<file path="src/common/tce_pkg.sv">
package tce_pkg;
  // ****************************************************
  // register map
  // ****************************************************
  localparam logic [5:0] TCE_ENABLE_BANK4_OFFSET = 6'h28;
  localparam logic [23:0] TCE_ENABLE_BANK4_RESET = 24'h00_0000;
  localparam int TCE_REG_WIDTH = 24;
  localparam int TCE_SAMPLE_WIDTH = 10;
  localparam int TCE_CROSSINGS = 12;

  // ****************************************************
  // field positions (lowest bit of each field)
  // ****************************************************
  localparam int TCE_INPUT_TWENTYTWO_LSB = 0;
  localparam int TCE_INPUT_TWENTYTHREE_LSB = 6;
  localparam int TCE_SUPPLY_SET_ZERO_LSB = 16;
  localparam int TCE_SUPPLY_SET_ONE_LSB = 20;

  // ****************************************************
  // crossing indices, enable pair i sits at bits 2i+1:2i
  // ****************************************************
  localparam int TCE_X_SWITCH_INPUT_TWENTYTWO_A = 0;
  localparam int TCE_X_SWITCH_INPUT_TWENTYTWO_B = 1;
  localparam int TCE_X_SWITCH_INPUT_TWENTYTWO_C = 2;
  localparam int TCE_X_SWITCH_INPUT_TWENTYTHREE_A = 3;
  localparam int TCE_X_SWITCH_INPUT_TWENTYTHREE_B = 4;
  localparam int TCE_X_SWITCH_INPUT_TWENTYTHREE_C = 5;
  localparam int TCE_X_SWITCH_INPUT_TWENTYTHREE_EIGHT = 6;
  localparam int TCE_X_SWITCH_INPUT_TWENTYTHREE_NINE = 7;
  localparam int TCE_X_SUP0_A = 8;
  localparam int TCE_X_SUP0_B = 9;
  localparam int TCE_X_SUP1_A = 10;
  localparam int TCE_X_SUP1_B = 11;

  // ****************************************************
  // 2-bit edge code
  // ****************************************************
  typedef enum logic [1:0] {
    TCE_EDGE_NONE = 2'h0,
    TCE_EDGE_RISE = 2'h1,
    TCE_EDGE_FALL = 2'h2,
    TCE_EDGE_BOTH = 2'h3
  } tce_edge_t;

  // ****************************************************
  // carriers
  // ****************************************************
  typedef struct packed {
    logic [9:0] supply_threshold_one_b;
    logic [9:0] supply_threshold_one_a;
    logic [9:0] supply_threshold_zero_b;
    logic [9:0] supply_threshold_zero_a;
    logic [9:0] group_three_threshold_c;
    logic [9:0] group_three_threshold_b;
    logic [9:0] group_three_threshold_a;
    logic [9:0] threshold_nine;
    logic [9:0] threshold_eight;
  } tce_thr_t;

  typedef struct packed {
    logic [5:0] addr;
    logic wr;
    logic rd;
    logic [23:0] wdata;
  } tce_req_t;

  typedef struct packed {
    logic valid;
    logic [9:0] value;
  } tce_smp_t;
endpackage

</file>
<file path="src/design/tce_top.sv">
`timescale 1ns/1ps
// Behaviour
// 24-bit enable register at 28h, resets zero
// pair code: none, rising, falling, both
// bits 23-20: supply one-A low, one-B high
// bits 19-16: supply zero-A low, zero-B high
// bits 15-6: pairs A, B, C lowest
// fourth pair threshold eight, fifth nine
// bits 5-0: group-three A, B, C
// all fields read back last written value
// thresholds eight and nine are 10 bits
// crossing from previous vs new sample, gated
module tce_top (
  input wire logic clk_in,                       // 20 MHz clock
  input wire logic reset_n_in,                   // async reset
  input wire tce_pkg::tce_req_t req_in,          // register request
  input wire tce_pkg::tce_thr_t thr_in,          // threshold values
  input wire tce_pkg::tce_smp_t supply_in,       // supply sample
  input wire tce_pkg::tce_smp_t switch_input_twentytwo_in,         // input 22 sample
  input wire tce_pkg::tce_smp_t switch_input_twentythree_in,         // input 23 sample
  output logic [23:0] rdata_out,                 // read data
  output logic rvalid_out,                       // read data valid
  output logic [23:0] enable_out,                // enable register
  output logic [11:0] event_out                  // crossing events
);
  // ****************************************************
  // reset release
  // ****************************************************
  logic rst_s1_q;
  logic rst_n_q;

  always_ff @(posedge clk_in or negedge reset_n_in) begin
    if (!reset_n_in) begin
      rst_s1_q <= 1'b0;
      rst_n_q <= 1'b0;
    end else begin
      rst_s1_q <= 1'b1;
      rst_n_q <= rst_s1_q;
    end
  end

  // ****************************************************
  // register port
  // ****************************************************
  logic [23:0] en_q;
  logic [23:0] en_d;
  logic [23:0] rdata_q;
  logic [23:0] rdata_d;
  logic rvalid_q;
  logic rvalid_d;
  logic hit;

  always_comb begin
    hit = req_in.addr == tce_pkg::TCE_ENABLE_BANK4_OFFSET;
    en_d = en_q;
    if (req_in.wr && hit) begin
      en_d = req_in.wdata;
    end
    rvalid_d = req_in.rd;
    rdata_d = 24'h00_0000;
    if (req_in.rd && hit) begin
      rdata_d = en_q;
    end
  end

  always_ff @(posedge clk_in or negedge rst_n_q) begin
    if (!rst_n_q) begin
      en_q <= tce_pkg::TCE_ENABLE_BANK4_RESET;
      rdata_q <= 24'h00_0000;
      rvalid_q <= 1'b0;
    end else begin
      en_q <= en_d;
      rdata_q <= rdata_d;
      rvalid_q <= rvalid_d;
    end
  end

  // ****************************************************
  // crossing detectors
  // ****************************************************
  logic [11:0] smp_vld;
  logic [9:0] smp_val [12];
  logic [9:0] thr_val [12];
  logic [11:0] evt;
  logic [11:0] evt_q;
  logic [11:0] evt_d;

  always_comb begin
    smp_vld = {{4{supply_in.valid}}, {5{switch_input_twentythree_in.valid}},
               {3{switch_input_twentytwo_in.valid}}};
    for (int i = 0; i < 12; i++) begin
      smp_val[i] = supply_in.value;
    end
    for (int i = tce_pkg::TCE_X_SWITCH_INPUT_TWENTYTWO_A; i <= tce_pkg::TCE_X_SWITCH_INPUT_TWENTYTWO_C; i++) begin
      smp_val[i] = switch_input_twentytwo_in.value;
    end
    for (int i = tce_pkg::TCE_X_SWITCH_INPUT_TWENTYTHREE_A; i <= tce_pkg::TCE_X_SWITCH_INPUT_TWENTYTHREE_NINE;
         i++) begin
      smp_val[i] = switch_input_twentythree_in.value;
    end
    thr_val[tce_pkg::TCE_X_SWITCH_INPUT_TWENTYTWO_A] = thr_in.group_three_threshold_a;
    thr_val[tce_pkg::TCE_X_SWITCH_INPUT_TWENTYTWO_B] = thr_in.group_three_threshold_b;
    thr_val[tce_pkg::TCE_X_SWITCH_INPUT_TWENTYTWO_C] = thr_in.group_three_threshold_c;
    thr_val[tce_pkg::TCE_X_SWITCH_INPUT_TWENTYTHREE_A] = thr_in.group_three_threshold_a;
    thr_val[tce_pkg::TCE_X_SWITCH_INPUT_TWENTYTHREE_B] = thr_in.group_three_threshold_b;
    thr_val[tce_pkg::TCE_X_SWITCH_INPUT_TWENTYTHREE_C] = thr_in.group_three_threshold_c;
    thr_val[tce_pkg::TCE_X_SWITCH_INPUT_TWENTYTHREE_EIGHT] = thr_in.threshold_eight;
    thr_val[tce_pkg::TCE_X_SWITCH_INPUT_TWENTYTHREE_NINE] = thr_in.threshold_nine;
    thr_val[tce_pkg::TCE_X_SUP0_A] = thr_in.supply_threshold_zero_a;
    thr_val[tce_pkg::TCE_X_SUP0_B] = thr_in.supply_threshold_zero_b;
    thr_val[tce_pkg::TCE_X_SUP1_A] = thr_in.supply_threshold_one_a;
    thr_val[tce_pkg::TCE_X_SUP1_B] = thr_in.supply_threshold_one_b;
    evt_d = evt;
  end

  // pair i of the register steers crossing i
  for (genvar g = 0; g < tce_pkg::TCE_CROSSINGS; g++) begin : g_cross
    tce_cross #(
      .W(tce_pkg::TCE_SAMPLE_WIDTH)
    ) u_cross (
      .clk_in(clk_in),
      .rst_n_in(rst_n_q),
      .sample_valid_in(smp_vld[g]),
      .sample_in(smp_val[g]),
      .thr_in(thr_val[g]),
      .enable_in(en_q[2*g+1 -: 2]),
      .event_out(evt[g])
    );
  end

  always_ff @(posedge clk_in or negedge rst_n_q) begin
    if (!rst_n_q) begin
      evt_q <= 12'h000;
    end else begin
      evt_q <= evt_d;
    end
  end

  assign rdata_out = rdata_q;
  assign rvalid_out = rvalid_q;
  assign enable_out = en_q;
  assign event_out = evt_q;

  // last switch_input_twentytwo sample was not above threshold A; samples may be far apart
  logic chk_low_q;
  logic chk_low_d;

  always_comb begin
    chk_low_d = chk_low_q;
    if (switch_input_twentytwo_in.valid) begin
      chk_low_d = switch_input_twentytwo_in.value <= thr_in.group_three_threshold_a;
    end
  end

  always_ff @(posedge clk_in or negedge rst_n_q) begin
    if (!rst_n_q) begin
      chk_low_q <= 1'b0;
    end else begin
      chk_low_q <= chk_low_d;
    end
  end
endmodule

</file>
<file path="src/design/tce_cross.sv">
`timescale 1ns/1ps
module tce_cross #(
  parameter int W = 10
) (
  input wire logic clk_in,            // system clock
  input wire logic rst_n_in,          // synchronised reset
  input wire logic sample_valid_in,   // new sample strobe
  input wire logic [W-1:0] sample_in, // sample value
  input wire logic [W-1:0] thr_in,    // threshold
  input wire logic [1:0] enable_in,   // edge code
  output logic event_out              // crossing seen, one cycle
);
  logic above_q;
  logic above_d;
  logic seen_q;
  logic seen_d;
  logic now_above;
  logic rise;
  logic fall;

  // ****************************************************
  // compare new sample against the previous one
  // ****************************************************
  always_comb begin
    now_above = sample_in > thr_in;
    above_d = above_q;
    seen_d = seen_q;
    rise = 1'b0;
    fall = 1'b0;
    if (sample_valid_in) begin
      above_d = now_above;
      seen_d = 1'b1;
      rise = seen_q && !above_q && now_above;
      fall = seen_q && above_q && !now_above;
    end
    event_out = (rise && enable_in[0]) || (fall && enable_in[1]);
  end

  always_ff @(posedge clk_in or negedge rst_n_in) begin
    if (!rst_n_in) begin
      above_q <= 1'b0;
      seen_q <= 1'b0;
    end else begin
      above_q <= above_d;
      seen_q <= seen_d;
    end
  end
endmodule

</file>
<file path="config.mk">
export PLATFORM = sky130hd
export DESIGN_NAME = tce_top
export DESIGN_NICKNAME = d
export VERILOG_FILES = /design/src/common/tce_pkg.sv /design/src/design/tce_top.sv /design/src/design/tce_cross.sv
export SDC_FILE = /design/constraint.sdc
export NUM_CORES = 1
export LEC_CHECK = 0
export BUFFER_PORTS_ARGS = -buffer_cell sky130_fd_sc_hd__buf_4
export CAP_MARGIN = 5
export CORE_MARGIN = 3
export CORE_UTILIZATION = 28
export CTS_CLUSTER_DIAMETER = 200
export DETAILED_ROUTE_END_ITERATION = 16
export HOLD_SLACK_MARGIN = 0.03
export PLACE_DENSITY_LB_ADDON = 0.08
export SLEW_MARGIN = 0
export SYNTH_ARGS = -nofsm -noshare
export SYNTH_HDL_FRONTEND = slang
export SYNTH_HIERARCHICAL = 1
export SYNTH_SLANG_ARGS = --single-unit
export TNS_END_PERCENT = 1
</file>
<file path="constraint.sdc">
create_clock -name clk_in -period 5.9 [get_ports clk_in]
set_clock_uncertainty 0.15 [all_clocks]
set_input_delay 1.77 -clock clk_in [delete_from_list [all_inputs] [get_ports clk_in]]
set_output_delay 1.77 -clock clk_in [all_outputs]
set_load 0.01 [all_outputs]
</file>
==> flow_metrics.env <==
export IMPL_status="complete, no violations"
export IMPL_synthToLayoutAreaGrowth_pct=34.6
export IMPL_synth_warnings=6
export IMPL_rsz0062_at_grt="no"
export IMPL_core_rowCount=55
export IMPL_ant_nets=0
export IMPL_holdWs_ps=116
export IMPL_grt_max_degree=57
export IMPL_avgRoutedWirePerCell_um=16.0
export IMPL_ys_top_cells_by_count="inv_1, ha_1, dfrtp_1, a21oi_1, nand2_1"
export IMPL_clkSlewWorstSetupHoldPaths_ps=70
export IMPL_cts_root_buf="clkbuf_16"
export IMPL_crit_path_max_fanout=24
export IMPL_netlist_area_um2=6610
export IMPL_total_power_mw=1.77
export IMPL_critPathLaunchType="input port"
export IMPL_tns_ps=0
export IMPL_r2r_cells=1
export IMPL_cp_required_ps=5970
export IMPL_avgViaCountPerCell=4.48
export IMPL_power_leakage_nw=4.77
export IMPL_finalCritPeriodShare=0.568
export IMPL_layout_drive_gt1_share=0.400
export IMPL_dp_cells=1163
export IMPL_num_vias=5282
export IMPL_maxSlewHeadroom=0.425
export IMPL_stdcell_count=1179
export IMPL_synth_top_area_frac=0.329
export IMPL_slew_violations=0
export IMPL_grt_use_total=0.149
export IMPL_drcViolationCount=0
export IMPL_core_um2=22900
export IMPL_worstSetupPathType="input port to flip-flop"
export IMPL_io_buffers=217
export IMPL_cts_resized_gates=0
export IMPL_dr_first_iter_drc_count=161
export IMPL_power_density_nw_per_um2=198
export IMPL_synth_area_top_cells="dfrtp_1, ha_1, inv_1"
export IMPL_cts_tree="yes"
export IMPL_clock_sinks=87
export IMPL_n_antenna_cell=0
export IMPL_synthFlopType="dfrtp_1"
export IMPL_ys_seq_elements=87
export IMPL_fmax_ghz=0.298
export IMPL_finalCriticalPeriod_ps=3350
export IMPL_dpl_hpwl_um=16200
export IMPL_cts_setup_buffers=0
export IMPL_ys_types=28
export IMPL_hold_viol=0
export IMPL_grt_pass1_wl_um=30500
export IMPL_peakVddDrop_uv=129
export IMPL_gp_congestion=0.901
export IMPL_worst_slew_pin_slew_ps=862
export IMPL_crit_path_end_kind="flip-flop"
export IMPL_hp_class="flip-flop to async pin"
export IMPL_drt_pre_antenna_iters=4
export IMPL_r2r_slack_ps=4420
export IMPL_antenna_found_initial=0
export IMPL_overflow=0
export IMPL_timing_rr_start="rst_n_q$_DFF_PN0_"
export IMPL_cts_htree_levels=3
export IMPL_ctsHoldBuffers=0
export IMPL_synth_largest_area_cell="dfrtp_1"
export IMPL_worst_skew_pair_late_latency_ps=330
export IMPL_fp_dieW_um=160
export IMPL_synth_edf_count=0
export IMPL_drt_wl_total_um=18900
export IMPL_cts_buffer_depth=2
export IMPL_nNetsFinal=1138
export IMPL_async_flop_share=1.00
export IMPL_r2r_end="g_cross[8].u_cross/above_q$_DFFE_PN0P_"
export IMPL_crit_start="req_in[30]"
export IMPL_avgSynthCellArea_um2=10.4
export IMPL_dieArea_um2=25500
export IMPL_ys_seq_area_frac=0.329
export IMPL_ios=218
export IMPL_synth_nets=914
export IMPL_grt_pass1_vias=5750
export IMPL_netlist_instances=637
export IMPL_die_h_um=160
export IMPL_start_util=0.289
export IMPL_critPathArrivalTime_ps=3420
export IMPL_yosys_cell_count_top_type="inv_1"
export IMPL_drv_cap=0
export IMPL_cts_inserted_buffers=9
export IMPL_setup_violations=0
cells by family after synthesis:
group / share of synthesized area
AO/OA/AOI/OAI: 0.114
adder cells (fa/ha/maj): 0.227
buffers and inverters: 0.0838
flip-flops: 0.329
multiplexers: 0.0976
other: 0.000567
AND/OR/NAND/NOR: 0.148
critical path, stage by stage:
cell and delay (ps):
buf_4 110, nor4b_2 300, and3_2 810, mux2_2 410
placed cells by master (no fill, tap or decap):
cell type and instances:
buf_4 218, nor2_2 12, nand4b_1 12, clkinvlp_4 2
a21o_1 12, ha_1 120, nor4b_2 1, o21ai_1 12
nand4_2 12, nand4_1 24, a21oi_1 36, and3_2 2
or2_2 12, o21ai_0 12, mux2_2 4, nand2_1 36
conb_1 1, inv_6 3, dfrtp_1 86, clkbuf_16 9
nor2b_1 1, a2111oi_2 12, mux2i_1 12, clkinv_8 1
inv_1 132, mux2_4 32, and2_1 24, dfrtp_4 1
nor2b_2 12, bufinv_16 1, a311oi_2 12
how the worst max path moves through the flow:
stage	cells after the start	endpoint	slack (ps)
after global placement	4	enable_out[2]$_DFFE_PN0P_	2250
after global routing	4	enable_out[2]$_DFFE_PN0P_	2450
after detailed placement	4	enable_out[2]$_DFFE_PN0P_	2160
final	4	enable_out[2]$_DFFE_PN0P_	2550
after CTS	4	enable_out[2]$_DFFE_PN0P_	2520
after floorplan	7	g_cross[0].u_cross/above_q$_DFFE_PN0P_	2630
through the flow:
stage	utilization	area, µm²	setup slack, ps
floorplan	-	6610	2630
global placement	0.375	8590	2250
detailed placement	0.375	8590	2160
CTS	0.388	8900	2520
global route	0.388	8900	2450
finish	0.388	8900	2550
registers in the layout, summed over array words and instances (netlist names):
signal                   cells
enable_out                  24
event_out                   12
g_cross.u_cross/above_q     12
g_cross.u_cross/seen_q      12
rdata_out                   24
rst_n_q                      1
rst_s1_q                     1
rvalid_out                   1
layer usage:
metal	share of wire	global-route usage	vias to the layer above
li1	-	-	2653
met3	0.062	0.0374	23
met1	0.46	0.199	2439
met2	0.45	0.239	167
met5	0	0	-
met4	0.021	0.0458	0
final cells by class:
class / count / area [µm²]
Clock buffer: 9 / 225
Clock inverter: 7 / 87.6
Inverter: 132 / 495
Tap cell: 313 / 392
Fill cell: 2282 / 14000
Multi-Input combinational cell: 413 / 3880
Timing Repair Buffer: 218 / 1640
Sequential cell: 87 / 2180
power breakdown:
group	switching, mW	internal [mW]
clock network	0.252	0.336
logic	0.224	0.267
registers	0.0467	0.640
total	0.523	1.24
(Power assumes the default switching activity.)
